==> config.mk <==
export PLATFORM = sky130hd
export DESIGN_NAME = e1cid_regs
export DESIGN_NICKNAME = d
export VERILOG_FILES = /design/src/core/e1cid_pkg.sv /design/src/core/e1cid_seq_if.sv /design/src/core/e1cid_reset_seq.sv /design/src/core/e1cid_regs.sv
export VERILOG_INCLUDE_DIRS = /design/src /design/src/core
export SDC_FILE = /design/constraint.sdc
export NUM_CORES = 2
export LEC_CHECK = 0
export BUFFER_PORTS_ARGS = -buffer_cell sky130_fd_sc_hd__buf_2
export CAP_MARGIN = 20
export CORE_MARGIN = 2
export CORE_UTILIZATION = 40
export CTS_CLUSTER_DIAMETER = 200
export DETAILED_ROUTE_END_ITERATION = 8
export PLACE_DENSITY = 0.61
export SYNTH_ARGS = -nofsm -noshare
export SYNTH_HDL_FRONTEND = slang
export SYNTH_SLANG_ARGS = --single-unit
==> constraint.sdc <==
create_clock -name clk_i -period 2.3 [get_ports clk_i]
set_input_delay 0.115 -clock clk_i [delete_from_list [all_inputs] [get_ports clk_i]]
set_output_delay 0.115 -clock clk_i [all_outputs]
set_load 0.005 [all_outputs]
==> src/core/e1cid_defs.svh <==
// register offsets, field positions, reset values and timing counts
`ifndef E1CID_DEFS_SVH
`define E1CID_DEFS_SVH

// identification and factory test registers
`define E1CID_ADDR_IDR         8'h0f
`define E1CID_ADDR_TEST_A      8'h09
`define E1CID_ADDR_TEST_B      8'h15
`define E1CID_ADDR_TEST_C      8'h19
`define E1CID_ADDR_TEST_MON    8'hac
// control registers
`define E1CID_ADDR_RCR_ONE     8'h10
`define E1CID_ADDR_RCR_TWO     8'h11
`define E1CID_ADDR_TCR_ONE     8'h12
`define E1CID_ADDR_TCR_TWO     8'h13
`define E1CID_ADDR_CCR_ONE     8'h14
`define E1CID_ADDR_CCR_TWO     8'h1a
`define E1CID_ADDR_CCR_THREE   8'h1b
`define E1CID_ADDR_CCR_FOUR    8'ha8
`define E1CID_ADDR_CCR_FIVE    8'haa
`define E1CID_ADDR_CCR_SIX     8'h1d
// link and interleave registers at the top of the map
`define E1CID_ADDR_IBO         8'hb5
`define E1CID_ADDR_TX_INFO     8'hb6
`define E1CID_ADDR_TX_FIFO     8'hb7
`define E1CID_ADDR_RX_CH_A     8'hb8
`define E1CID_ADDR_RX_CH_B     8'hb9
`define E1CID_ADDR_TX_CH_A     8'hba
`define E1CID_ADDR_TX_CH_B     8'hbb
`define E1CID_ADDR_UNUSED_LO   8'hbc
`define E1CID_ADDR_UNUSED_HI   8'hbf
// banks from here upward are not reachable
`define E1CID_ADDR_BLOCKED     8'hc0
`define E1CID_STORE_DEPTH      192
// field positions and values
`define E1CID_LI_RESET_BIT     7
`define E1CID_ESR_TX_BIT       0
`define E1CID_ESR_RX_BIT       1
`define E1CID_IDR_FAMILY_E1    1'b1
`define E1CID_MON_MASK         8'h0f
`define E1CID_BYTE_RESET       8'h00
// line interface recovery time
`define E1CID_CLK_HZ           25000000
`define E1CID_LI_RECOVER_MS    40
`define E1CID_LI_RECOVER_CYC   ((`E1CID_LI_RECOVER_MS * `E1CID_CLK_HZ) / 1000)
`define E1CID_LI_CNT_W         20

`endif

==> src/core/e1cid_pkg.sv <==
// types shared by the configuration and identification block
`default_nettype none
`include "e1cid_defs.svh"

package e1cid_pkg;
	typedef logic [7:0] e1cid_byte_t;
	typedef logic [7:0] e1cid_addr_t;

	typedef enum logic {
		E1CID_LI_IDLE    = 1'b0,
		E1CID_LI_RECOVER = 1'b1
	} e1cid_li_state_t;

	typedef struct packed {
		logic [`E1CID_STORE_DEPTH-1:0][7:0] mem;
		e1cid_byte_t                        rdata;
		logic                               rvalid;
		logic                               li_rise;
		logic [1:0]                         es_rise;
		e1cid_byte_t                        mon_sel;
		logic                               test_clear;
	} e1cid_regs_state_t;

	typedef struct packed {
		e1cid_li_state_t            state;
		logic [`E1CID_LI_CNT_W-1:0] cnt;
		logic                       li_reset;
		logic                       li_busy;
		logic                       es_tx;
		logic                       es_rx;
	} e1cid_seq_state_t;
endpackage

`default_nettype wire

==> src/core/e1cid_seq_if.sv <==
// reset request and reset pulse signals between register file and sequencer
`default_nettype none

interface e1cid_seq_if;
	logic       li_rise;
	logic [1:0] es_rise;
	logic       tx_stable;
	logic       rx_stable;
	logic       li_reset;
	logic       li_busy;
	logic       es_tx_reset;
	logic       es_rx_reset;

	modport regs (output li_rise, es_rise, tx_stable, rx_stable,
		input li_reset, li_busy, es_tx_reset, es_rx_reset);
	modport seq (input li_rise, es_rise, tx_stable, rx_stable,
		output li_reset, li_busy, es_tx_reset, es_rx_reset);
endinterface

`default_nettype wire

==> src/core/e1cid_reset_seq.sv <==
// line interface and elastic store reset sequencer
`default_nettype none
`include "e1cid_defs.svh"

module e1cid_reset_seq #(
	parameter int unsigned LI_CYC = `E1CID_LI_RECOVER_CYC
) (
	input  wire logic clk_i,
	input  wire logic rst_i,
	e1cid_seq_if.seq  sq
);
	import e1cid_pkg::*;

	e1cid_seq_state_t st_reg;
	e1cid_seq_state_t st_next;

	// a new rising write restarts recovery even while one is running
	always_comb begin
		st_next          = st_reg;
		st_next.li_reset = sq.li_rise;
		// stores are only reset once both system clocks are stable
		st_next.es_tx    = sq.es_rise[0] & sq.tx_stable & sq.rx_stable;
		st_next.es_rx    = sq.es_rise[1] & sq.tx_stable & sq.rx_stable;
		unique case (st_reg.state)
			E1CID_LI_IDLE: begin
				if (sq.li_rise) begin
					st_next.state = E1CID_LI_RECOVER;
					st_next.cnt   = `E1CID_LI_CNT_W'(LI_CYC - 1);
				end
			end
			E1CID_LI_RECOVER: begin
				if (sq.li_rise) begin
					st_next.cnt = `E1CID_LI_CNT_W'(LI_CYC - 1);
				end else if (st_reg.cnt == '0) begin
					st_next.state = E1CID_LI_IDLE;
				end else begin
					st_next.cnt = st_reg.cnt - 1'b1;
				end
			end
		endcase
		st_next.li_busy = (st_next.state == E1CID_LI_RECOVER);
	end

	// state register
	always_ff @(posedge clk_i) begin
		if (rst_i) begin
			st_reg <= '0;
		end else begin
			st_reg <= st_next;
		end
	end

	assign sq.li_reset    = st_reg.li_reset;
	assign sq.li_busy     = st_reg.li_busy;
	assign sq.es_tx_reset = st_reg.es_tx;
	assign sq.es_rx_reset = st_reg.es_rx;
endmodule

`default_nettype wire

==> src/core/e1cid_regs.sv <==
// configuration, identification and test register bank of the transceiver
`default_nettype none
`include "e1cid_defs.svh"

// Function
// - addresses c0h to ffh are unreachable, writes dropped and reads zero.
// - ten control registers exist, two receive, two transmit, six common.
// - identification register at 0fh is read only and its top bit is one.
// - identification bits 6 to 4 carry the fixed family member code.
// - identification bits 3 to 0 carry the decimal die revision.
// - factory test registers sit at 09h, 15h, 19h and ach.
// - chosen bits of the test register at ach select monitor functions.
// - a zero to one write of the line reset bit resets the line for 40 ms.
// - elastic store reset bits reset the stores once system clocks are stable.
// - b5h to bbh read and write, bch to bfh are unused and set to zero; here bch to bfh store writes and read them back.
module e1cid_regs #(
	parameter logic [2:0]  DEVICE_CODE = 3'h1, // arbitrary value
	parameter logic [3:0]  REVISION    = 4'h0, // arbitrary value
	parameter int unsigned LI_CYC      = `E1CID_LI_RECOVER_CYC
) (
	input  wire logic                  clk_i,
	input  wire logic                  rst_i,
	input  wire e1cid_pkg::e1cid_addr_t addr_i,
	input  wire e1cid_pkg::e1cid_byte_t wdata_i,
	input  wire logic                  wr_i,
	input  wire logic                  rd_i,
	input  wire logic                  tx_sysclk_stable_i,
	input  wire logic                  rx_sysclk_stable_i,
	output logic [7:0]                 rdata_o,
	output logic                       rvalid_o,
	output logic                       li_reset_o,
	output logic                       li_recovering_o,
	output logic                       es_tx_reset_o,
	output logic                       es_rx_reset_o,
	output logic [7:0]                 monitor_sel_o,
	output logic                       test_clear_o
);
	import e1cid_pkg::*;

	localparam e1cid_byte_t ID_VALUE =
		{`E1CID_IDR_FAMILY_E1, DEVICE_CODE, REVISION};

	e1cid_regs_state_t st_reg;
	e1cid_regs_state_t st_next;
	e1cid_seq_if       sq ();

	// address lies below the blocked banks
	function automatic logic is_mapped(input e1cid_addr_t a);
		return a < `E1CID_ADDR_BLOCKED;
	endfunction

	// address is one of the four factory test registers
	function automatic logic is_test(input e1cid_addr_t a);
		return (a == `E1CID_ADDR_TEST_A) || (a == `E1CID_ADDR_TEST_B) ||
			(a == `E1CID_ADDR_TEST_C) || (a == `E1CID_ADDR_TEST_MON);
	endfunction

	// storage index of a mapped address
	function automatic logic [7:0] slot(input e1cid_addr_t a);
		return a;
	endfunction

	// register file next state: write, read, and rising-bit detection
	always_comb begin
		st_next         = st_reg;
		st_next.rvalid  = 1'b0;
		st_next.li_rise = 1'b0;
		st_next.es_rise = 2'b00;
		// blocked banks and the id register never take a write
		if (wr_i && is_mapped(addr_i) &&
			addr_i != `E1CID_ADDR_IDR) begin
			// control, test and link registers all store here
			st_next.mem[slot(addr_i)] = wdata_i;
			if (addr_i == `E1CID_ADDR_CCR_FIVE) begin
				// only a zero to one change resets the line
				st_next.li_rise = wdata_i[`E1CID_LI_RESET_BIT] &
					~st_reg.mem[slot(addr_i)][`E1CID_LI_RESET_BIT];
			end
			if (addr_i == `E1CID_ADDR_CCR_SIX) begin
				st_next.es_rise[0] = wdata_i[`E1CID_ESR_TX_BIT] &
					~st_reg.mem[slot(addr_i)][`E1CID_ESR_TX_BIT];
				st_next.es_rise[1] = wdata_i[`E1CID_ESR_RX_BIT] &
					~st_reg.mem[slot(addr_i)][`E1CID_ESR_RX_BIT];
			end
		end
		// a read returns the value before any write of the same cycle
		if (rd_i) begin
			st_next.rvalid = 1'b1;
			if (!is_mapped(addr_i)) begin
				st_next.rdata = `E1CID_BYTE_RESET;
			end else if (addr_i == `E1CID_ADDR_IDR) begin
				st_next.rdata = ID_VALUE;
			end else begin
				st_next.rdata = st_reg.mem[slot(addr_i)];
			end
		end
		// only the monitor bits reach monitor_sel_o, the rest feed only the test_clear_o check and the read data
		st_next.mon_sel = st_next.mem[slot(`E1CID_ADDR_TEST_MON)] &
			`E1CID_MON_MASK;
		// shows whether the host has cleared the test registers
		st_next.test_clear =
			(st_next.mem[slot(`E1CID_ADDR_TEST_A)] == '0) &&
			(st_next.mem[slot(`E1CID_ADDR_TEST_B)] == '0) &&
			(st_next.mem[slot(`E1CID_ADDR_TEST_C)] == '0) &&
			(st_next.mem[slot(`E1CID_ADDR_TEST_MON)] == '0);
	end

	// contents are cleared at reset so nothing starts undefined
	always_ff @(posedge clk_i) begin
		if (rst_i) begin
			st_reg <= '0;
		end else begin
			st_reg <= st_next;
		end
	end

	// requests toward the sequencer leave from flops
	assign sq.li_rise   = st_reg.li_rise;
	assign sq.es_rise   = st_reg.es_rise;
	assign sq.tx_stable = tx_sysclk_stable_i;
	assign sq.rx_stable = rx_sysclk_stable_i;

	e1cid_reset_seq #(
		.LI_CYC (LI_CYC)
	) u_seq (
		.clk_i (clk_i),
		.rst_i (rst_i),
		.sq    (sq)
	);

	// outputs, each a flop here or in the sequencer
	assign rdata_o         = st_reg.rdata;
	assign rvalid_o        = st_reg.rvalid;
	assign monitor_sel_o   = st_reg.mon_sel;
	assign test_clear_o    = st_reg.test_clear;
	assign li_reset_o      = sq.li_reset;
	assign li_recovering_o = sq.li_busy;
	assign es_tx_reset_o   = sq.es_tx_reset;
	assign es_rx_reset_o   = sq.es_rx_reset;

	// cycles spent in line recovery, counted from the reset pulse
	// kept apart from the bank state since only the checks read it
	int unsigned rec_cnt;

	// restarts on every reset pulse so a rewrite stretches the window
	always_ff @(posedge clk_i) begin
		if (rst_i) begin
			rec_cnt <= 0;
		end else if (!li_recovering_o) begin
			rec_cnt <= 0;
		end else if (li_reset_o) begin
			rec_cnt <= 1;
		end else begin
			rec_cnt <= rec_cnt + 1;
		end
	end
endmodule

`default_nettype wire

==> results.cfg <==
[timing]
min_period_over_period_pct = 109
rsz0062_at_grt = true
finalSetupViolations = 5
fin_ws_ns = -0.197
timing.final.crit_period_ns = 2.50
worst_pin_slew_ns = 1.14
timing_hold_violations_final = 0
drv_slew = 0
holdWs_ns = 0.115
max_freq_mhz = 401
maxSlewHeadroom_pct = 23.1
fin_skew_ns = 0.0407

[yosys]
synth_area_sq_mm = 0.0684
synth_area_per_cell_sq_um = 8.38
ys_warn_count = 0
synth-seq-area-share_pct = 46.1
synthCells = 8158
ys_types = 78
yosysTopAreaCellShare_pct = 46.1
ys.flop_type = dfxtp_1
synth.top_cells.by_area = dfxtp_1 (46%), nand2_1 (16%), mux4_2 (12%)
synthArstFlopShare_pct = 0
ys_top_cells_by_count = nand2_1 (2996), dfxtp_1 (1573), a21oi_1 (1512), clkbuf_1 (470), mux4_2 (364)
yosysMostFrequentCell = nand2_1
synth_edf_count = 0
ys_seq_elements = 1573
yosysTopAreaCell = dfxtp_1

[clocking]
clockRootBuffer = clkbuf_16
postCtsSetupBuffers = 0
cts.path.max_buffers = 3
cts.sinks = 1573
cts_tree = built
insertion_delay_ns = 0.83
h-tree-depth = 4
clk_pin_slew_ns = 0.06
cts_buffers = 166

[floorplan]
start_util_pct = 40.3
io_pins = 44
dieArea_sq_mm = 0.174
coreArea_sq_mm = 0.170
fp.dieH_um = 417
die_w_um = 417
placementRows = 151

[worst_hold_path]
min_to = u_seq.sq.es_rx_reset
hold_depth = 3
hold_class = input pin to register
hp-start = rx_sysclk_stable_i

[pwr]
p_leak_nw = 27.4
swShare_pct = 24.6
p_per_area_mw_per_mm2 = 712
p_sw_w = 0.0143
ir_drop_uv = 705
p_clk_share_pct = 46.6
power_frac_seq_pct = 46.9
comb_power_share_pct = 6.5
p_int_w = 0.0438

[critical_path]
start_kind = register
cpLargestDelayFamily = multiplexers
r2r_end = sq.es_rise[1]
critPathBufInv = 1
crit_fanout = 2
crit_top_cell = mux4_2
crit_path_end_kind = register
reg2reg_setup_slack_ns = -0.20
r2r_cells = 7
cp_data_arrival_time_ns = 3.27
crit_type = register to register
crit_slowest_cell = mux4_2
cp.required_ns = 3.07
crit_path_cell_trace = mux4_2, mux4_2, o21ai_4, buf_6, nand4_1, a21oi_2, and3_1
slowest_delay_ns = 0.55

[global_routing]
grt_pass1_wl_um = 383000
use_met2_pct = 45.2
grt_busiest_layer = met2
use_met3_pct = 5.82
grt_max_degree = 186
grt_pass1_vias = 59738
globalRouteMet1Util_pct = 37.7
antenna_found_initial = 10
grt_use_total_pct = 28.9
gr-total-overflow = 0

[place]
placed_area_sq_mm = 0.0760
dp_hpwl_um = 176000
gp_congestion = 0.974
port-buffer-count = 39
dp_worst_setup_slack_ns = -0.951

[drt]
wirelength_um = 259000
drcViolationCount = 0
drt_first_iter_violations = 7576
viasPerCell = 5.77
num_vias = 62860
ant_nets = 0
dr.pass1.iters = 8
wl_per_cell_um = 23.8

[run]
maxCapViolCount = 0

[run_status]
run_status = finished with violations
violations = negative setup slack

[final_layout]
postLayoutCoreUtil_pct = 48.2
drive_above_1_share_pct = 17.6
nets = 8555
design_area_sq_mm = 0.0818
areaGrowthSynthToFinish_pct = 19.6
[cells in the final DEF, fill, tap and decap left out, drive strengths merged, types with 6 or more instances in the layout]
cell type,n
a2111oi,8
a211oi,6
a21oi,1512
a221oi,9
a22oi,59
a31oi,10
and2,7
and3,10
buf,800
clkbuf,262
clkinv,31
dfxtp,1573
dlygate4sd3,16
inv,22
mux2i,170
mux4,381
nand2,2997
nand2b,15
nand3,180
nand4,11
nor2,285
nor2b,23
nor3,29
nor4,14
o211ai,8
o21ai,123
o22ai,10
xnor2,10
xor2,6
[kinds of logic (layout without fill, tap and decap cells)]
| group | after synthesis | in the layout | share of synthesized area (%) |
|---|---|---|---|
| multiplexers | 555 | 555 | 15.2 |
| XOR/XNOR | 16 | 16 | 0.205 |
| AO/OA/AOI/OAI | 1788 | 1788 | 13.7 |
| flip-flops | 1573 | 1573 | 46.1 |
| other | 1 | 7 | 0.00548 |
| AND/OR/NAND/NOR | 3590 | 3590 | 20.6 |
| adder cells (fa/ha/maj) | 2 | 2 | 0.0366 |
| buffers and inverters | 633 | 1137 | 4.23 |
[layout make-up]
type | instances | area [sq um]
tap | 2218 | 2780
timing repair buffer | 824 | 7700
clock inverter | 48 | 534
antenna | 3 | 7.51
fill | 15923 | 87900
inverter | 11 | 46.3
multi-input combinational | 5955 | 34300
sequential | 1573 | 31500
clock buffer | 254 | 4930
[metrics by stage]
stage | power, W | instances | setup TNS (ns)
after floorplan | 0.0298 | 8161 | -0.00200
after global placement | 0.0315 | 10566 | -214.67
after detailed placement | 0.0315 | 10566 | -228.18
after CTS | 0.0583 | 10884 | -0.328
after global routing | 0.0596 | 10883 | -0.699
final | 0.0582 | 10886 | -0.518
[worst min-delay path, stage by stage]
cell and delay (ns):
dlygate4sd3_1 0.52, buf_2 0.10, and4b_1 0.17
[power by group through the flow]
| stage | registers (W) | clock network, W | logic (W) |
|---|---|---|---|
| 2_1_floorplan | 0.0279 | 0 | 0.00191 |
| 3_3_place_gp | 0.0279 | 0 | 0.00360 |
| 3_5_place_dp | 0.0279 | 0 | 0.00360 |
| 4_1_cts | 0.0273 | 0.0274 | 0.00365 |
| 5_1_grt | 0.0273 | 0.0285 | 0.00383 |
| 6_report | 0.0273 | 0.0271 | 0.00376 |
[what timing repair did]
action,CTS,global route
hold buffers,16,0
resized for setup,23,16
setup endpoints to repair,7,15
endpoints found under the hold margin,761,0
cloned,0,0
pin swaps,10,2
[metal layers]
metal  vias to the layer above  wire length (um)
li1                      28571                 -
met1                     30606            104000
met2                      3024            117000
met3                       651             23500
met4                         8             14600
met5                         -                53
[worst max path at each step]
stage                   start             to  slack (ns)  depth (start not counted)
finish               register  sq.es_rise[1]       -0.20                          7
floorplan           addr_i[0]     rdata_o[6]      -0.002                         11
global placement    addr_i[0]  sq.es_rise[1]       -0.97                         10
detailed placement  addr_i[0]  sq.es_rise[1]       -0.95                         10
global route         register  sq.es_rise[1]       -0.18                          7
CTS                  register  sq.es_rise[1]       -0.14                          8
(Power assumes the default switching activity.)
